$ cat config.mk
export PLATFORM = sky130hd
export DESIGN_NAME = operand_address_generator
export DESIGN_NICKNAME = d
export VERILOG_FILES = /design/src/hdl/oag_pkg.sv /design/src/hdl/oag_sync.sv /design/src/hdl/oag_page_addr.sv /design/src/hdl/operand_address_generator.sv
export SDC_FILE = /design/constraint.sdc
export NUM_CORES = 1
export LEC_CHECK = 0
export ABC_AREA = 1
export BUFFER_PORTS_ARGS = -buffer_cell sky130_fd_sc_hd__buf_4
export CAP_MARGIN = 20
export CORE_ASPECT_RATIO = 1.4
export CORE_MARGIN = 3
export CORE_UTILIZATION = 45
export DETAILED_ROUTE_END_ITERATION = 8
export GPL_ROUTABILITY_DRIVEN = 0
export SYNTH_ARGS = -nofsm -noshare
export SYNTH_HDL_FRONTEND = slang
export SYNTH_HIERARCHICAL = 1
export SYNTH_SLANG_ARGS = --single-unit
export TNS_END_PERCENT = 100
$ cat constraint.sdc
create_clock -name clk -period 3.6 [get_ports clk]
set_input_delay 0.36 -clock clk [delete_from_list [all_inputs] [get_ports clk]]
set_output_delay 0.36 -clock clk [all_outputs]
set_load 0.03 [all_outputs]
$ cat src/hdl/oag_pkg.sv
// Constants and types for the operand address generator of an 8-bit core.
// Assumes a 16-bit byte address space shared by code and data.
// Functional notes
// - Register modes touch A, X, Y, carry or status word; no address formed.
// - Immediate mode uses the byte after the opcode as the operand directly.
// - With page flag set, data address is page register high, operand byte low.
// - Direct-page mode uses the operand byte as address inside the current page.
// - Absolute mode: first operand byte is address low, second is address high.
// - Three-byte absolute instructions reach the whole memory space.
// - Absolute read-modify-write uses full 16-bit address whatever the page flag.
// - X-indexed direct page without offset uses X as the page address.
// - X-indexed direct page with offset adds operand to X within the page.
// - Auto-increment (load/store A only) addresses page via X, then X plus one.
// - Y-indexed direct page adds operand to Y within the page.
// - Y-indexed absolute adds Y to the 16-bit operand, anywhere in memory.
// - Direct-page indirect jump/call fetches 16-bit target from page byte pair.
// - X-indexed indirect: pointer at page pair operand plus X, then access target.
// - Y-indexed indirect: pointer at page pair operand, plus Y, then access.
// - Absolute indirect jump loads PC from pointer at the absolute address.

`default_nettype none

package oag_pkg;

	localparam logic [7:0] page_reset = 8'h00;
	localparam logic [7:0] x_reset    = 8'h00;
	localparam logic [7:0] zero_page  = 8'h00;
	localparam logic [7:0] one_byte   = 8'h01;

	typedef enum logic [3:0]
	{
		am_register    = 4'h0,
		am_immediate   = 4'h1,
		am_direct      = 4'h2,
		am_absolute    = 4'h3,
		am_abs_rmw     = 4'h4,
		am_x_direct    = 4'h5,
		am_dp_x        = 4'h6,
		am_x_autoinc   = 4'h7,
		am_dp_y        = 4'h8,
		am_abs_y       = 4'h9,
		am_dp_ind_jump = 4'ha,
		am_dp_x_ind    = 4'hb,
		am_dp_ind_y    = 4'hc,
		am_abs_ind     = 4'hd
	} mode_t;

	typedef enum logic [4:0]
	{
		st_idle    = 5'b00001,
		st_ptr_lo  = 5'b00010,
		st_ptr_hi  = 5'b00100,
		st_final   = 5'b01000,
		st_done    = 5'b10000
	} state_t;

endpackage : oag_pkg

`default_nettype wire

$ cat src/hdl/oag_sync.sv
// Two-stage synchroniser for the asynchronous active-low reset release.
// Assumes reset_n may deassert at any time relative to clk.

`default_nettype none

module oag_sync
(
	// Clock and raw reset
	input  wire logic clk,
	input  wire logic reset_n,
	// Synchronised reset
	output logic      reset_sync_n
);

	typedef struct packed
	{
		logic stage1;
		logic stage2;
	} sync_state_t;

	sync_state_t s_q;
	sync_state_t s_d;

	always_comb
	begin
		s_d        = s_q;
		s_d.stage1 = 1'b1;
		s_d.stage2 = s_q.stage1;
	end

	always_ff @(posedge clk or negedge reset_n)
	begin
		if (!reset_n)
		begin
			s_q <= '0;
		end
		else
		begin
			s_q <= s_d;
		end
	end

	assign reset_sync_n = s_q.stage2;

endmodule : oag_sync

`default_nettype wire

$ cat src/hdl/oag_page_addr.sv
// Forms a direct-page address from a page byte and an 8-bit base plus index.
// Purely combinational; used by every direct-page style address path.

`default_nettype none

module oag_page_addr
(
	// Page selection
	input  wire logic        page_flag,
	input  wire logic [7:0]  page_reg,
	// Offset terms
	input  wire logic [7:0]  base,
	input  wire logic [7:0]  index,
	// Result
	output logic      [15:0] addr
);

	logic [7:0] low_sum;

	// The sum drops its carry so the index never leaves the page.
	assign low_sum = 8'(base + index);
	assign addr    = {page_flag ? page_reg : oag_pkg::zero_page, low_sum};

endmodule : oag_page_addr

`default_nettype wire

$ cat src/hdl/operand_address_generator.sv
// Operand address generator: turns a decoded addressing mode and operand bytes into
// an effective data or jump address, fetching pointers for indirect modes.
// Assumes memory answers a read strobe with mem_rdata exactly one cycle later.

`default_nettype none

module operand_address_generator
(
	// Clock and reset
	input  wire logic         clk,
	input  wire logic         reset_n,
	// Request from the core
	input  wire logic         start,
	input  wire oag_pkg::mode_t mode,
	input  wire logic [7:0]   operand_lo,
	input  wire logic [7:0]   operand_hi,
	input  wire logic [7:0]   reg_y,
	input  wire logic         page_flag,
	// Index X load and page register write from the core
	input  wire logic         x_load,
	input  wire logic [7:0]   x_load_value,
	input  wire logic         ram_page_register_we,
	input  wire logic [7:0]   ram_page_register_wdata,
	// Memory read port for pointer fetch
	output logic              mem_rd,
	output logic [15:0]       mem_addr,
	input  wire logic [7:0]   mem_rdata,
	// Answer to the core
	output logic              busy,
	output logic              done,
	output logic [15:0]       eff_addr,
	output logic              addr_valid,
	output logic              jump,
	output logic [7:0]        imm_value,
	output logic              imm_valid,
	output logic [7:0]        reg_x,
	output logic [7:0]        ram_page_register
);

	typedef struct packed
	{
		oag_pkg::state_t state;
		oag_pkg::mode_t  mode;
		logic [7:0]      op_lo;
		logic [7:0]      op_hi;
		logic [7:0]      y;
		logic            pflag;
		logic [7:0]      ptr_lo;
		logic [15:0]     ptr_addr;
		logic            rd;
		logic [15:0]     rd_addr;
		logic [15:0]     eff;
		logic            valid;
		logic            jmp;
		logic [7:0]      imm;
		logic            immv;
		logic            done;
		logic [7:0]      x;
		logic [7:0]      page;
	} core_state_t;

	core_state_t s_q;
	core_state_t s_d;
	logic        rst_n;

	logic [15:0] dp_plain;
	logic [15:0] dp_x_off;
	logic [15:0] dp_x_only;
	logic [15:0] dp_y_off;
	logic [15:0] in_dp_plain;
	logic [15:0] in_dp_x_off;

	oag_sync u_sync
	(
		.clk          (clk),
		.reset_n      (reset_n),
		.reset_sync_n (rst_n)
	);

	// Request-time paths use the live inputs; pointer paths reuse latched copies.
	oag_page_addr u_dp
	(
		.page_flag (page_flag),
		.page_reg  (s_q.page),
		.base      (operand_lo),
		.index     (8'h00),
		.addr      (dp_plain)
	);

	oag_page_addr u_dpx
	(
		.page_flag (page_flag),
		.page_reg  (s_q.page),
		.base      (operand_lo),
		.index     (s_q.x),
		.addr      (dp_x_off)
	);

	oag_page_addr u_x
	(
		.page_flag (page_flag),
		.page_reg  (s_q.page),
		.base      (s_q.x),
		.index     (8'h00),
		.addr      (dp_x_only)
	);

	oag_page_addr u_dpy
	(
		.page_flag (page_flag),
		.page_reg  (s_q.page),
		.base      (operand_lo),
		.index     (reg_y),
		.addr      (dp_y_off)
	);

	// The next byte of a page pointer stays in the same page.
	oag_page_addr u_ptr_next
	(
		.page_flag (s_q.pflag),
		.page_reg  (s_q.page),
		.base      (s_q.ptr_addr[7:0]),
		.index     (oag_pkg::one_byte),
		.addr      (in_dp_plain)
	);

	assign in_dp_x_off = 16'(s_q.ptr_addr + 16'h0001);

	always_comb
	begin
		s_d      = s_q;
		s_d.done = 1'b0;
		s_d.rd   = 1'b0;
		if (ram_page_register_we)
		begin
			s_d.page = ram_page_register_wdata;
		end
		if (x_load)
		begin
			s_d.x = x_load_value;
		end
		case (s_q.state)
			oag_pkg::st_idle:
			begin
				if (start)
				begin
					s_d.mode  = mode;
					s_d.op_lo = operand_lo;
					s_d.op_hi = operand_hi;
					s_d.y     = reg_y;
					s_d.pflag = page_flag;
					s_d.valid = 1'b0;
					s_d.immv  = 1'b0;
					s_d.jmp   = 1'b0;
					s_d.state = oag_pkg::st_done;
					case (mode)
						oag_pkg::am_register:
						begin
							s_d.eff = 16'h0000;
						end
						oag_pkg::am_immediate:
						begin
							s_d.imm  = operand_lo;
							s_d.immv = 1'b1;
						end
						oag_pkg::am_direct:
						begin
							s_d.eff   = dp_plain;
							s_d.valid = 1'b1;
						end
						oag_pkg::am_absolute, oag_pkg::am_abs_rmw:
						begin
							// Full 16 bits: the page flag plays no part here.
							s_d.eff   = {operand_hi, operand_lo};
							s_d.valid = 1'b1;
						end
						oag_pkg::am_x_direct:
						begin
							s_d.eff   = dp_x_only;
							s_d.valid = 1'b1;
						end
						oag_pkg::am_dp_x:
						begin
							s_d.eff   = dp_x_off;
							s_d.valid = 1'b1;
						end
						oag_pkg::am_x_autoinc:
						begin
							s_d.eff   = dp_x_only;
							s_d.valid = 1'b1;
							s_d.x     = 8'(s_q.x + oag_pkg::one_byte);
						end
						oag_pkg::am_dp_y:
						begin
							s_d.eff   = dp_y_off;
							s_d.valid = 1'b1;
						end
						oag_pkg::am_abs_y:
						begin
							s_d.eff   = 16'({operand_hi, operand_lo} + {8'h00, reg_y});
							s_d.valid = 1'b1;
						end
						oag_pkg::am_dp_ind_jump, oag_pkg::am_dp_ind_y:
						begin
							s_d.ptr_addr = dp_plain;
							s_d.state    = oag_pkg::st_ptr_lo;
						end
						oag_pkg::am_dp_x_ind:
						begin
							s_d.ptr_addr = dp_x_off;
							s_d.state    = oag_pkg::st_ptr_lo;
						end
						oag_pkg::am_abs_ind:
						begin
							s_d.ptr_addr = {operand_hi, operand_lo};
							s_d.state    = oag_pkg::st_ptr_lo;
						end
						default:
						begin
							s_d.state = oag_pkg::st_done;
						end
					endcase
					if (s_d.state == oag_pkg::st_ptr_lo)
					begin
						s_d.rd      = 1'b1;
						s_d.rd_addr = s_d.ptr_addr;
					end
				end
			end
			oag_pkg::st_ptr_lo:
			begin
				// Low byte read is on the bus now and returns in st_ptr_hi; ask for the high byte at the next address.
				s_d.rd    = 1'b1;
				s_d.state = oag_pkg::st_ptr_hi;
				if (s_q.mode == oag_pkg::am_abs_ind)
				begin
					s_d.rd_addr = in_dp_x_off;
				end
				else
				begin
					s_d.rd_addr = in_dp_plain;
				end
			end
			oag_pkg::st_ptr_hi:
			begin
				s_d.ptr_lo = mem_rdata;
				s_d.state  = oag_pkg::st_final;
			end
			oag_pkg::st_final:
			begin
				s_d.valid = 1'b1;
				s_d.state = oag_pkg::st_done;
				if (s_q.mode == oag_pkg::am_dp_ind_y)
				begin
					s_d.eff = 16'({mem_rdata, s_q.ptr_lo} + {8'h00, s_q.y});
				end
				else
				begin
					s_d.eff = {mem_rdata, s_q.ptr_lo};
				end
				s_d.jmp = (s_q.mode == oag_pkg::am_dp_ind_jump) ||
				          (s_q.mode == oag_pkg::am_abs_ind);
			end
			oag_pkg::st_done:
			begin
				s_d.done  = 1'b1;
				s_d.state = oag_pkg::st_idle;
			end
			default:
			begin
				s_d.state = oag_pkg::st_idle;
			end
		endcase
	end

	always_ff @(posedge clk or negedge rst_n)
	begin
		if (!rst_n)
		begin
			s_q       <= '0;
			s_q.state <= oag_pkg::st_idle;
			s_q.mode  <= oag_pkg::am_register;
			s_q.x     <= oag_pkg::x_reset;
			s_q.page  <= oag_pkg::page_reset;
		end
		else
		begin
			s_q <= s_d;
		end
	end

	assign mem_rd            = s_q.rd;
	assign mem_addr          = s_q.rd_addr;
	assign busy              = (s_q.state != oag_pkg::st_idle);
	assign done              = s_q.done;
	assign eff_addr          = s_q.eff;
	assign addr_valid        = s_q.valid;
	assign jump              = s_q.jmp;
	assign imm_value         = s_q.imm;
	assign imm_valid         = s_q.immv;
	assign reg_x             = s_q.x;
	assign ram_page_register = s_q.page;

endmodule : operand_address_generator

`default_nettype wire

# ---- Word level (Yosys, flattened, before mapping)
# Index checks and enable logic that the tools add are counted.
dict set report totals {
  reg_bits 121
  inputBits 58
  out_inout_bits 62
  wordCells 89
}
dict set report classes {
  add_sub_neg 7
  n_eq_ne 26
  muxes 22
  reduce_logical 14
}
# operator count
set op_table {}
lappend op_table {{$pmux W16 S7} 1}
lappend op_table {{$mux W8} 6}
lappend op_table {{$pmux W16 S3} 1}
lappend op_table {{$mux W44} 1}
lappend op_table {{$eq A4 B4 Y1 const B} 9}
lappend op_table {{$pmux W18 S2} 1}
lappend op_table {{$mux W34} 1}
lappend op_table {{$pmux W17 S2} 1}
lappend op_table {{$add A16 B8 Y16} 2}
lappend op_table {{$mux W16} 2}
lappend op_table {{$pmux W5 S4} 1}
lappend op_table {{$mux W17} 1}
lappend op_table {{$add A16 B1 Y16 const B} 1}
lappend op_table {{$add A8 B1 Y8 const B} 2}
lappend op_table {{$add A8 B8 Y8} 2}
lappend op_table {{$eq A4 B3 Y1 const B} 4}
lappend op_table {{$mux W5} 3}
lappend op_table {{$eq A5 B2 Y1 const B} 2}
lappend op_table {{$mux W9} 1}
lappend op_table {{$reduce_and A3 Y1} 3}
lappend op_table {{$eq A4 B2 Y1 const B} 2}
lappend op_table {{$ne A8 B2 Y1 const B} 1}
lappend op_table {{$reduce_or A8 Y1} 1}
lappend op_table {{$reduce_or A2 Y1} 3}
lappend op_table {{13 further kinds} 17}

# ---- Logic depth before layout (Yosys ltp)
# Gate-level depths: netlist of the first run.
dict set report logic_depth {
  depth_word 9
  depth_mapped 16
  depth_no_buf 16
}

# ---- Cells and area by module
# Netlist of the first run, hierarchy kept.
# mod n_inst cells_per_inst area_per_inst_um2
set by_module_without_submodules {}
lappend by_module_without_submodules {operand_address_generator 1 1067 7536.0}
lappend by_module_without_submodules {oag_page_addr 5 77 425.4}
lappend by_module_without_submodules {oag_sync 1 3 53.8}

# ---- Worst setup path after synthesis of the first run
# OpenSTA, ideal clock, no wires.
dict set report synth_timing {
  kind {register to register}
  from {register s_q[77] (netlist bit)}
  to {register s_q (netlist bit eff_addr[10])}
  setup_time_ns 0.122
  t_arrival_ns 1.818
  t_required_ns 3.478
  slack_ns 1.659
  path_stages_with_launch 12
  path_buffers 0
  synth_period_minus_slack_ns 1.941
  cell_sequence {dfrtp_1 -> ha_1 -> inv_1 -> fa_1 -> o21ai_0 -> nand2_1 -> nand2_1 -> nand3_1 -> nand2_1 -> inv_1 -> a21oi_1 -> a21oi_1}
}
dict set report synth_between {
  elab_chain_cells 3
}
# element line
set synth_rtl {}
lappend synth_rtl {{start: declaration} operand_address_generator.sv:62} ;# core_state_t s_q;
lappend synth_rtl {{$add A16 B8 Y16} operand_address_generator.sv:255} ;# s_d.eff = 16'({mem_rdata, s_q.ptr_lo} + {8'h00, s_q.y});
lappend synth_rtl {{$mux W16} operand_address_generator.sv:253} ;# if (s_q.mode == oag_pkg::am_dp_ind_y)
lappend synth_rtl {{$pmux W18 S2} operand_address_generator.sv:142} ;# case (s_q.state)
# Every way passes these cells.
# A chain may end at the register's enable or synchronous reset.

# ---- Worst setup path after layout of the first run
dict set report layout_timing {
  from {register s_q (netlist bit reg_x[0])}
  to {register s_q (netlist bit eff_addr[6])}
}
dict set report layout_between {
  elab_chain_cells 4
}
# element line
set layout_rtl {}
lappend layout_rtl {{$add A8 B8 Y8} oag_page_addr.sv:21} ;# assign low_sum = 8'(base + index);
lappend layout_rtl {{net dp_x_off[6]} operand_address_generator.sv:67} ;# logic [15:0] dp_x_off;
lappend layout_rtl {{$pmux W16 S7} operand_address_generator.sv:156} ;# case (mode)
lappend layout_rtl {{$mux W44} operand_address_generator.sv:145} ;# if (start)
lappend layout_rtl {{$pmux W18 S2} operand_address_generator.sv:142}
# The timed path passes the listed nets, and every way through them passes these cells. The select of a mux whose other input is x is not followed.

==> impl_metrics.prom, run 1 <==
# TYPE chip_impl_metric gauge
chip_impl_info{name="cts_root_buffer",value="sky130_fd_sc_hd__clkbuf_16"} 1
chip_impl_metric{name="routed_wire_length_per_instance",unit="um"} 16.54
chip_impl_metric{name="boundaryPins",unit=""} 120
chip_impl_metric{name="cts.repair.resized",unit=""} 0
chip_impl_metric{name="grt_overflow",unit=""} 0
chip_impl_info{name="cpMaxStageDelayCell",value="sky130_fd_sc_hd__dfrtp_1"} 1
chip_impl_info{name="synth_most_common_cell",value="sky130_fd_sc_hd__nand2_1"} 1
chip_impl_metric{name="cts.path.max_buffers",unit=""} 2
chip_impl_metric{name="clk-insertion-delay-late",unit="ns"} 0.36
chip_impl_metric{name="synth_area_per_cell",unit="um^2"} 6.678
chip_impl_info{name="synth_area_leader_cell",value="sky130_fd_sc_hd__dfrtp_1"} 1
chip_impl_metric{name="final.period_utilization",unit=""} 0.6651
chip_impl_metric{name="rows",unit=""} 63
chip_impl_metric{name="timing.critical_path.required",unit="ns"} 3.85
chip_impl_metric{name="seq_area_frac_synth",unit=""} 0.2705
chip_impl_metric{name="drtAntennaViolNets",unit=""} 0
chip_impl_info{name="hold_path_class",value="primary input to flop"} 1
chip_impl_metric{name="via_count",unit=""} 9353
chip_impl_metric{name="power.net_switching",unit="mW"} 2.891
chip_impl_info{name="crit_path_cell_trace",value="ha_1 > inv_1 > fa_1 > inv_1 > nand2_1 > nand2_1 > nand3_1 > nand3_1 > nand2_1 > nand2_1 > nand3_1 > nor2_1 > nand2_1 > a21oi_1 > a21oi_1"} 1
chip_impl_metric{name="dieWidth",unit="um"} 130.2
chip_impl_metric{name="yosys.cell_types.count",unit=""} 52
chip_impl_metric{name="postLayoutCellArea",unit="um^2"} 10770
chip_impl_metric{name="dp_area",unit="um^2"} 10470
chip_impl_metric{name="syn_area",unit="um^2"} 9717
chip_impl_info{name="status",value="finished, final reports clean"} 1
chip_impl_metric{name="numCtsBuffers",unit=""} 9
chip_impl_info{name="post_synth_most_frequent_cells",value="sky130_fd_sc_hd__nand2_1, sky130_fd_sc_hd__inv_1, sky130_fd_sc_hd__nand3_1, sky130_fd_sc_hd__dfrtp_1, sky130_fd_sc_hd__nor2_1"} 1
chip_impl_metric{name="final_layout_size_suffix_gt1_frac",unit=""} 0.1280
chip_impl_info{name="unrepaired_setup_endpoints_after_global_routing",value="false"} 1
chip_impl_metric{name="first_global_vias",unit=""} 9129
chip_impl_metric{name="slowest_delay",unit="ns"} 0.49
chip_impl_metric{name="final.hold.worst_slack",unit="ns"} 0.2299
chip_impl_metric{name="timing.slew.headroom",unit=""} 0.4253
chip_impl_metric{name="timing_max_transition_violations_final",unit=""} 0
chip_impl_metric{name="detailedRoute.firstIterationViolations",unit=""} 765
chip_impl_metric{name="synth-edff-count",unit=""} 0
chip_impl_metric{name="maximum_fanout_along_the_worst_path",unit=""} 7
chip_impl_info{name="tritoncts",value="done"} 1
chip_impl_metric{name="die_y",unit="um"} 179.9
chip_impl_metric{name="detail_route.drc_violations",unit=""} 0
chip_impl_metric{name="antenna-diode-count",unit=""} 0
chip_impl_metric{name="h-tree-depth",unit=""} 3
chip_impl_metric{name="max_freq",unit="MHz"} 417.7
chip_impl_metric{name="initial_utilization",unit=""} 0.4583
chip_impl_metric{name="final-hold-violation-count",unit=""} 0
chip_impl_info{name="dominantRegCellSynth",value="sky130_fd_sc_hd__dfrtp_1"} 1
chip_impl_metric{name="grt_antenna_before_repair",unit=""} 0
chip_impl_metric{name="detail_route.vias_per_cell",unit=""} 5.222
chip_impl_info{name="path_common_cell",value="sky130_fd_sc_hd__nand2_1"} 1
chip_impl_metric{name="grt_first_pass_wirelength",unit="um"} 46990
chip_impl_metric{name="numClockSinks",unit=""} 105
chip_impl_metric{name="pwr-share-comb",unit=""} 0.515
chip_impl_metric{name="worst-endpoint-arrival",unit="ns"} 2.64
chip_impl_metric{name="power.switching_fraction",unit=""} 0.4697
chip_impl_metric{name="internal_power",unit="mW"} 3.264
chip_impl_metric{name="post_cts_buffers",unit=""} 0
chip_impl_metric{name="ir_worst_vdd",unit="mV"} 0.2645
chip_impl_metric{name="critical_path.n_buffers_inverters",unit=""} 2
chip_impl_metric{name="netlist_instances",unit=""} 1455
chip_impl_metric{name="clock_power_share",unit=""} 0.161
chip_impl_metric{name="worst_pin_slew",unit="ns"} 0.8588
chip_impl_metric{name="synth_warnings",unit=""} 6
chip_impl_metric{name="grtUsageTotal",unit=""} 0.2562
chip_impl_metric{name="fillCellCount",unit=""} 2274
chip_impl_metric{name="number_of_buffers_added_to_fix_hold_violations_after_cts",unit=""} 1
chip_impl_metric{name="maximum_capacitance_violations",unit=""} 0
chip_impl_info{name="synth.area.top_cells",value="sky130_fd_sc_hd__dfrtp_1, sky130_fd_sc_hd__nand2_1, sky130_fd_sc_hd__inv_1"} 1
chip_impl_metric{name="core",unit="um^2"} 21200
chip_impl_metric{name="async_reset_ff_frac",unit=""} 1.000
chip_impl_metric{name="fp.dieArea",unit="um^2"} 23420
chip_impl_metric{name="power_per_cell_area",unit="nW/um^2"} 571.7
chip_impl_metric{name="synth_top_area_frac",unit=""} 0.2678
chip_impl_info{name="critPathKind",value="flop to flop"} 1
chip_impl_metric{name="placement.io_buffers",unit=""} 119
chip_impl_metric{name="maximum_number_of_pins_on_one_net_before_global_route_repair",unit=""} 62
chip_impl_metric{name="detailedRoute.firstPassIterationCount",unit=""} 6
chip_impl_metric{name="clk_pin_slew_worst_paths",unit="ns"} 0.08
chip_impl_metric{name="static-leakage-power",unit="nW"} 5.852
chip_impl_metric{name="dp_hpwl",unit="um"} 23680
chip_impl_metric{name="finalCriticalPeriod",unit="ns"} 2.394
chip_impl_metric{name="nets",unit=""} 1644
chip_impl_metric{name="timing.setup.tns",unit="ns"} 0
chip_impl_metric{name="post_synthesis_register_bit_count",unit=""} 105
chip_impl_metric{name="synthToLayoutAreaGrowth",unit="%"} 10.79
chip_impl_metric{name="worst_clock_skew",unit="ns"} 0.01170
chip_impl_info{name="crit_path_start_kind",value="flop"} 1
chip_impl_info{name="cp-end-kind",value="flop"} 1
chip_impl_metric{name="seq_power_share",unit=""} 0.323
chip_impl_metric{name="setup_viol",unit=""} 0
chip_impl_metric{name="finalWirelength",unit="um"} 29630
chip_impl_info{name="cp_top_family",value="simple AND/OR/NAND/NOR gates"} 1
[power by group through the flow]
stage	combinational (mW)	clock, mW	sequential [mW]
after detailed placement	3.16	0	2.01
after CTS	3.18	1.01	2.00
after global placement	3.13	0	2.01
after global routing	3.56	1.06	2.05
final	3.17	0.992	1.99
after floorplan	2.60	0	1.89
[stage by stage]
stage,cells,power (mW),utilization,worst slack (ns)
after floorplan,1480,4.492,-,0.4602
after global placement,1774,5.142,0.4936,1.179
after detailed placement,1774,5.177,0.4936,1.136
after CTS,1791,6.184,0.5077,1.215
after global routing,1791,6.668,0.5077,0.9782
final,1791,6.155,0.5077,1.206
[layout by cell type, fill, tap and decap left out, drive strengths merged]
cell and count:
nand3b 8, clkbuf 10, o21a 1, mux2 9, ha 53, inv 225, clkinv 9, nor3 12
o21ai 83, nand4 13, nor3b 2, o211ai 19, nor4 5, conb 28, a31oi 7, nor2 100
a21boi 1, or2 15, a41oi 1, dfstp 1, xor2 11, and3 1, nand2 458, clkinvlp 1
a22oi 6, o22ai 12, a32oi 1, nand3 116, dlygate4sd3 1, xnor2 24, a21oi 46, dfrtp 104
and2 1, buf 125, a21o 2, mux2i 4, o221ai 9, fa 7
[area by class of cell]
class / instances / area [um^2] / share of cell area
clock buffer: 10 / 239.0 / 0.02220
clock inverter: 6 / 50.05 / 0.004649
inverter: 229 / 864.6 / 0.08031
multi-input combinational: 1055 / 5693 / 0.5288
sequential: 105 / 2633 / 0.2445
tap: 260 / 325.3 / 0.03022
timing repair buffer: 126 / 960.9 / 0.08926
[cell families after synthesis]
| logic type | after synthesis | share of synthesized area |
|---|---|---|
| AND/OR/NAND/NOR | 731 | 0.3256 |
| buffers and inverters | 320 | 0.1532 |
| AO/OA/AOI/OAI | 188 | 0.1110 |
| flip-flops | 105 | 0.2705 |
| adder cells (fa/ha/maj) | 60 | 0.08267 |
| XOR/XNOR | 35 | 0.04120 |
| multiplexers | 13 | 0.01455 |
| other | 3 | 0.001159 |
[sequential cells by signal, indices dropped and copies added, names as in the netlist, 8 cells and up]
register and flops:
eff_addr 16, imm_value 8, reg_x 8, ram_page_register 8, s_q 42, mem_addr 16
[worst reg2reg max path, cell delays in order (launching register included)]
cell	delay [ns]
sky130_fd_sc_hd__dfrtp_1	0.49
sky130_fd_sc_hd__ha_1	0.22
sky130_fd_sc_hd__inv_1	0.05
sky130_fd_sc_hd__fa_1	0.41
sky130_fd_sc_hd__inv_1	0.07
sky130_fd_sc_hd__nand2_1	0.04
sky130_fd_sc_hd__nand2_1	0.07
sky130_fd_sc_hd__nand3_1	0.08
sky130_fd_sc_hd__nand3_1	0.08
sky130_fd_sc_hd__nand2_1	0.07
sky130_fd_sc_hd__nand2_1	0.07
sky130_fd_sc_hd__nand3_1	0.07
sky130_fd_sc_hd__nor2_1	0.21
sky130_fd_sc_hd__nand2_1	0.13
sky130_fd_sc_hd__a21oi_1	0.14
sky130_fd_sc_hd__a21oi_1	0.08
[worst paths after layout]
| path | startpoint | endpoint | slack [ns] | cells past startpoint |
|---|---|---|---|---|
| worst max-delay path | reg_x[0] | eff_addr[6] | 1.21 | 15 |
| worst min-delay path | ram_page_register_wdata[1] | ram_page_register[1] | 0.23 | 2 |
| worst max register to register | reg_x[0] | eff_addr[6] | 1.21 | 15 |
| max in group asynchronous | u_sync/reset_sync_n | s_q[71] | 2.48 | 1 |
| min in group asynchronous | reset_n | u_sync/reset_sync_n | 0.31 | 2 |
| worst min register to register | u_sync/reset_sync_n | reg_x[2] | 0.34 | 0 |
[per-layer routing]
layer	part of all wire	global-route usage	up-vias
li1	-	-	4701
met1	0.40	0.3014	4360
met2	0.50	0.4445	232
met3	0.044	0.03716	60
met4	0.055	0.1302	0
met5	0	0	-
Note: power is estimated with default switching activity, not from simulation.
==> run 2: changes to the inputs <==
--- a/config.mk
+++ b/config.mk
@@ -13,6 +13,7 @@
 export CORE_UTILIZATION = 45
 export DETAILED_ROUTE_END_ITERATION = 8
 export GPL_ROUTABILITY_DRIVEN = 0
+export PLACE_DENSITY = 0.67
 export SYNTH_ARGS = -nofsm -noshare
 export SYNTH_HDL_FRONTEND = slang
 export SYNTH_HIERARCHICAL = 1
==> constraint.sdc (replaced) <==
create_clock -name clk -period 2.2 [get_ports clk]
set_input_delay 0.22 -clock clk [delete_from_list [all_inputs] [get_ports clk]]
set_output_delay 0.22 -clock clk [all_outputs]
set_load 0.03 [all_outputs]
==> impl_metrics.prom, run 2 (synthesized netlist as in run 1, its figures left out) <==
# TYPE chip_impl_metric gauge
chip_impl_info{name="mostFrequentLayoutCell",value="sky130_fd_sc_hd__nand2_1"} 1
chip_impl_metric{name="final.hold.worst_slack",unit="ns"} 0.08349
chip_impl_metric{name="fillCellCount",unit=""} 2113
chip_impl_metric{name="timing_max_transition_violations_final",unit=""} 0
chip_impl_info{name="cp-end-kind",value="flop"} 1
chip_impl_metric{name="initial_utilization",unit=""} 0.4583
chip_impl_metric{name="timing.slew.headroom",unit=""} 0.6283
chip_impl_metric{name="final_layout_size_suffix_gt1_frac",unit=""} 0.1572
chip_impl_metric{name="power_per_cell_area",unit="nW/um^2"} 922.0
chip_impl_metric{name="final.period_utilization",unit=""} 0.9438
chip_impl_metric{name="final_core_utilization",unit=""} 0.5268
chip_impl_info{name="tritoncts",value="done"} 1
chip_impl_info{name="critPathKind",value="flop to flop"} 1
chip_impl_metric{name="fp.dieArea",unit="um^2"} 23420
chip_impl_metric{name="grt_first_pass_wirelength",unit="um"} 46960
chip_impl_metric{name="drtAntennaViolNets",unit=""} 0
chip_impl_metric{name="dp_hpwl",unit="um"} 24320
chip_impl_metric{name="worst_clock_skew",unit="ns"} 0.01344
chip_impl_metric{name="detailedRoute.firstPassIterationCount",unit=""} 6
chip_impl_info{name="registers.top_by_ff_count",value="s_q"} 1
chip_impl_metric{name="grt_antenna_before_repair",unit=""} 1
chip_impl_metric{name="maximum_number_of_pins_on_one_net_before_global_route_repair",unit=""} 38
chip_impl_metric{name="worst_slack_placed",unit="ns"} -0.07628
chip_impl_metric{name="timing.setup.tns",unit="ns"} 0
chip_impl_metric{name="die_y",unit="um"} 179.9
chip_impl_metric{name="worst_slack",unit="ns"} 0.1236
chip_impl_metric{name="maximum_capacitance_violations",unit=""} 0
chip_impl_metric{name="finalWirelength",unit="um"} 29820
chip_impl_metric{name="static-leakage-power",unit="nW"} 6.069
chip_impl_metric{name="timing.critical_path.required",unit="ns"} 2.50
chip_impl_metric{name="ir_worst_vdd",unit="mV"} 0.5297
chip_impl_metric{name="seqCellArea",unit="um^2"} 2633
chip_impl_metric{name="cts.path.max_buffers",unit=""} 2
chip_impl_metric{name="clk_pin_slew_worst_paths",unit="ns"} 0.08
chip_impl_metric{name="grtUsageTotal",unit=""} 0.2549
chip_impl_metric{name="synthToLayoutAreaGrowth",unit="%"} 14.96
chip_impl_metric{name="worst_pin_slew",unit="ns"} 0.5576
chip_impl_metric{name="maximum_fanout_along_the_worst_path",unit=""} 8
chip_impl_info{name="cts_root_buffer",value="sky130_fd_sc_hd__clkbuf_16"} 1
chip_impl_metric{name="final-hold-violation-count",unit=""} 0
chip_impl_info{name="hold_path_class",value="primary input to flop"} 1
chip_impl_metric{name="routed_wire_length_per_instance",unit="um"} 16.28
chip_impl_metric{name="numClockSinks",unit=""} 105
chip_impl_info{name="final_cell_mix",value="sky130_fd_sc_hd__nand2_1, sky130_fd_sc_hd__inv_1, sky130_fd_sc_hd__buf_4, sky130_fd_sc_hd__nand3_1, sky130_fd_sc_hd__dfrtp_1"} 1
chip_impl_metric{name="largest_register_ff_count",unit=""} 42
chip_impl_metric{name="boundaryPins",unit=""} 120
chip_impl_metric{name="clk-insertion-delay-late",unit="ns"} 0.37
chip_impl_metric{name="multiInputGateArea",unit="um^2"} 5781
chip_impl_metric{name="via_count",unit=""} 9626
chip_impl_metric{name="h-tree-depth",unit=""} 3
chip_impl_metric{name="placement.io_buffers",unit=""} 119
chip_impl_metric{name="detailedRoute.firstIterationViolations",unit=""} 834
chip_impl_metric{name="numCtsBuffers",unit=""} 9
chip_impl_metric{name="dieWidth",unit="um"} 130.2
chip_impl_info{name="status",value="finished, final reports clean"} 1
chip_impl_metric{name="detail_route.drc_violations",unit=""} 0
chip_impl_metric{name="grt_overflow",unit=""} 0
chip_impl_metric{name="worst-endpoint-arrival",unit="ns"} 2.37
chip_impl_metric{name="first_global_vias",unit=""} 9219
chip_impl_info{name="crit_path_start_kind",value="flop"} 1
chip_impl_metric{name="setup_viol",unit=""} 0
chip_impl_metric{name="rows",unit=""} 63
chip_impl_metric{name="max_freq",unit="MHz"} 481.6
chip_impl_metric{name="finalCriticalPeriod",unit="ns"} 2.076
chip_impl_metric{name="core",unit="um^2"} 21200
chip_impl_metric{name="nets",unit=""} 1684
chip_impl_metric{name="detail_route.vias_per_cell",unit=""} 5.254
-- run 2: path summary, 6_finish.rpt --
kind	start	end	slack, ns	cells past startpoint
max	s_q[86]	eff_addr[12]	0.12	11
min	ram_page_register_wdata[6]	ram_page_register[6]	0.08	2
max reg2reg	s_q[86]	eff_addr[12]	0.12	11
min reg2reg	u_sync/reset_sync_n	eff_addr[13]	0.32	0
max in group asynchronous	u_sync/reset_sync_n	imm_value[0]	1.26	1
min in group asynchronous	reset_n	u_sync/reset_sync_n	0.16	2
-- run 2: layer usage --
layer / GRT usage / vias up / share of wire
met3: 0.02854 / 88 / 0.046
met4: 0.1385 / 0 / 0.063
li1: - / 4790 / -
met2: 0.4392 / 339 / 0.49
met1: 0.3039 / 4409 / 0.40
met5: 0 / - / 0
-- run 2: final cells by class --
class                           count  share of cell area
Antenna cell                        1           0.0002240
Clock buffer                       10             0.02050
Clock inverter                      6            0.004480
Inverter                          229             0.07740
Multi-Input combinational cell   1055              0.5175
Sequential cell                   105              0.2357
Tap cell                          260             0.02912
Timing Repair Buffer              166              0.1151
-- run 2: critical path, cell delays in order, from the launching register on --
cell and delay [ns]:
sky130_fd_sc_hd__dfrtp_1 0.36, sky130_fd_sc_hd__ha_1 0.17, sky130_fd_sc_hd__inv_1 0.07, sky130_fd_sc_hd__fa_1 0.40
sky130_fd_sc_hd__o21ai_1 0.14, sky130_fd_sc_hd__buf_4 0.14, sky130_fd_sc_hd__nand2_1 0.08, sky130_fd_sc_hd__nand2_4 0.12
sky130_fd_sc_hd__nand4_1 0.12, sky130_fd_sc_hd__a21oi_2 0.24, sky130_fd_sc_hd__nor2_1 0.06, sky130_fd_sc_hd__a21oi_1 0.12
-- run 2: where the power goes --
part | internal [mW] | leakage [nW] | switching (mW)
clock | 0.787 | 0.135 | 0.806
combinational | 2.09 | 4.62 | 3.40
sequential | 2.61 | 1.31 | 0.606
total | 5.48 | 6.07 | 4.81
-- run 2: what timing repair did --
item,CTS,global route
setup endpoints to repair,0,13
buffers inserted,0,1
resized for setup,0,16
hold endpoints to repair,2,0
hold buffers,1,0
-- run 2: through the flow --
stage               total power, mW  area, um^2  cells
finish                        10.30       11170   1832
global route                  11.11       11170   1832
CTS                           10.22       11070   1830
detailed placement            8.595       10780   1813
global placement              8.502       10780   1813
floorplan                     7.350        9812   1480
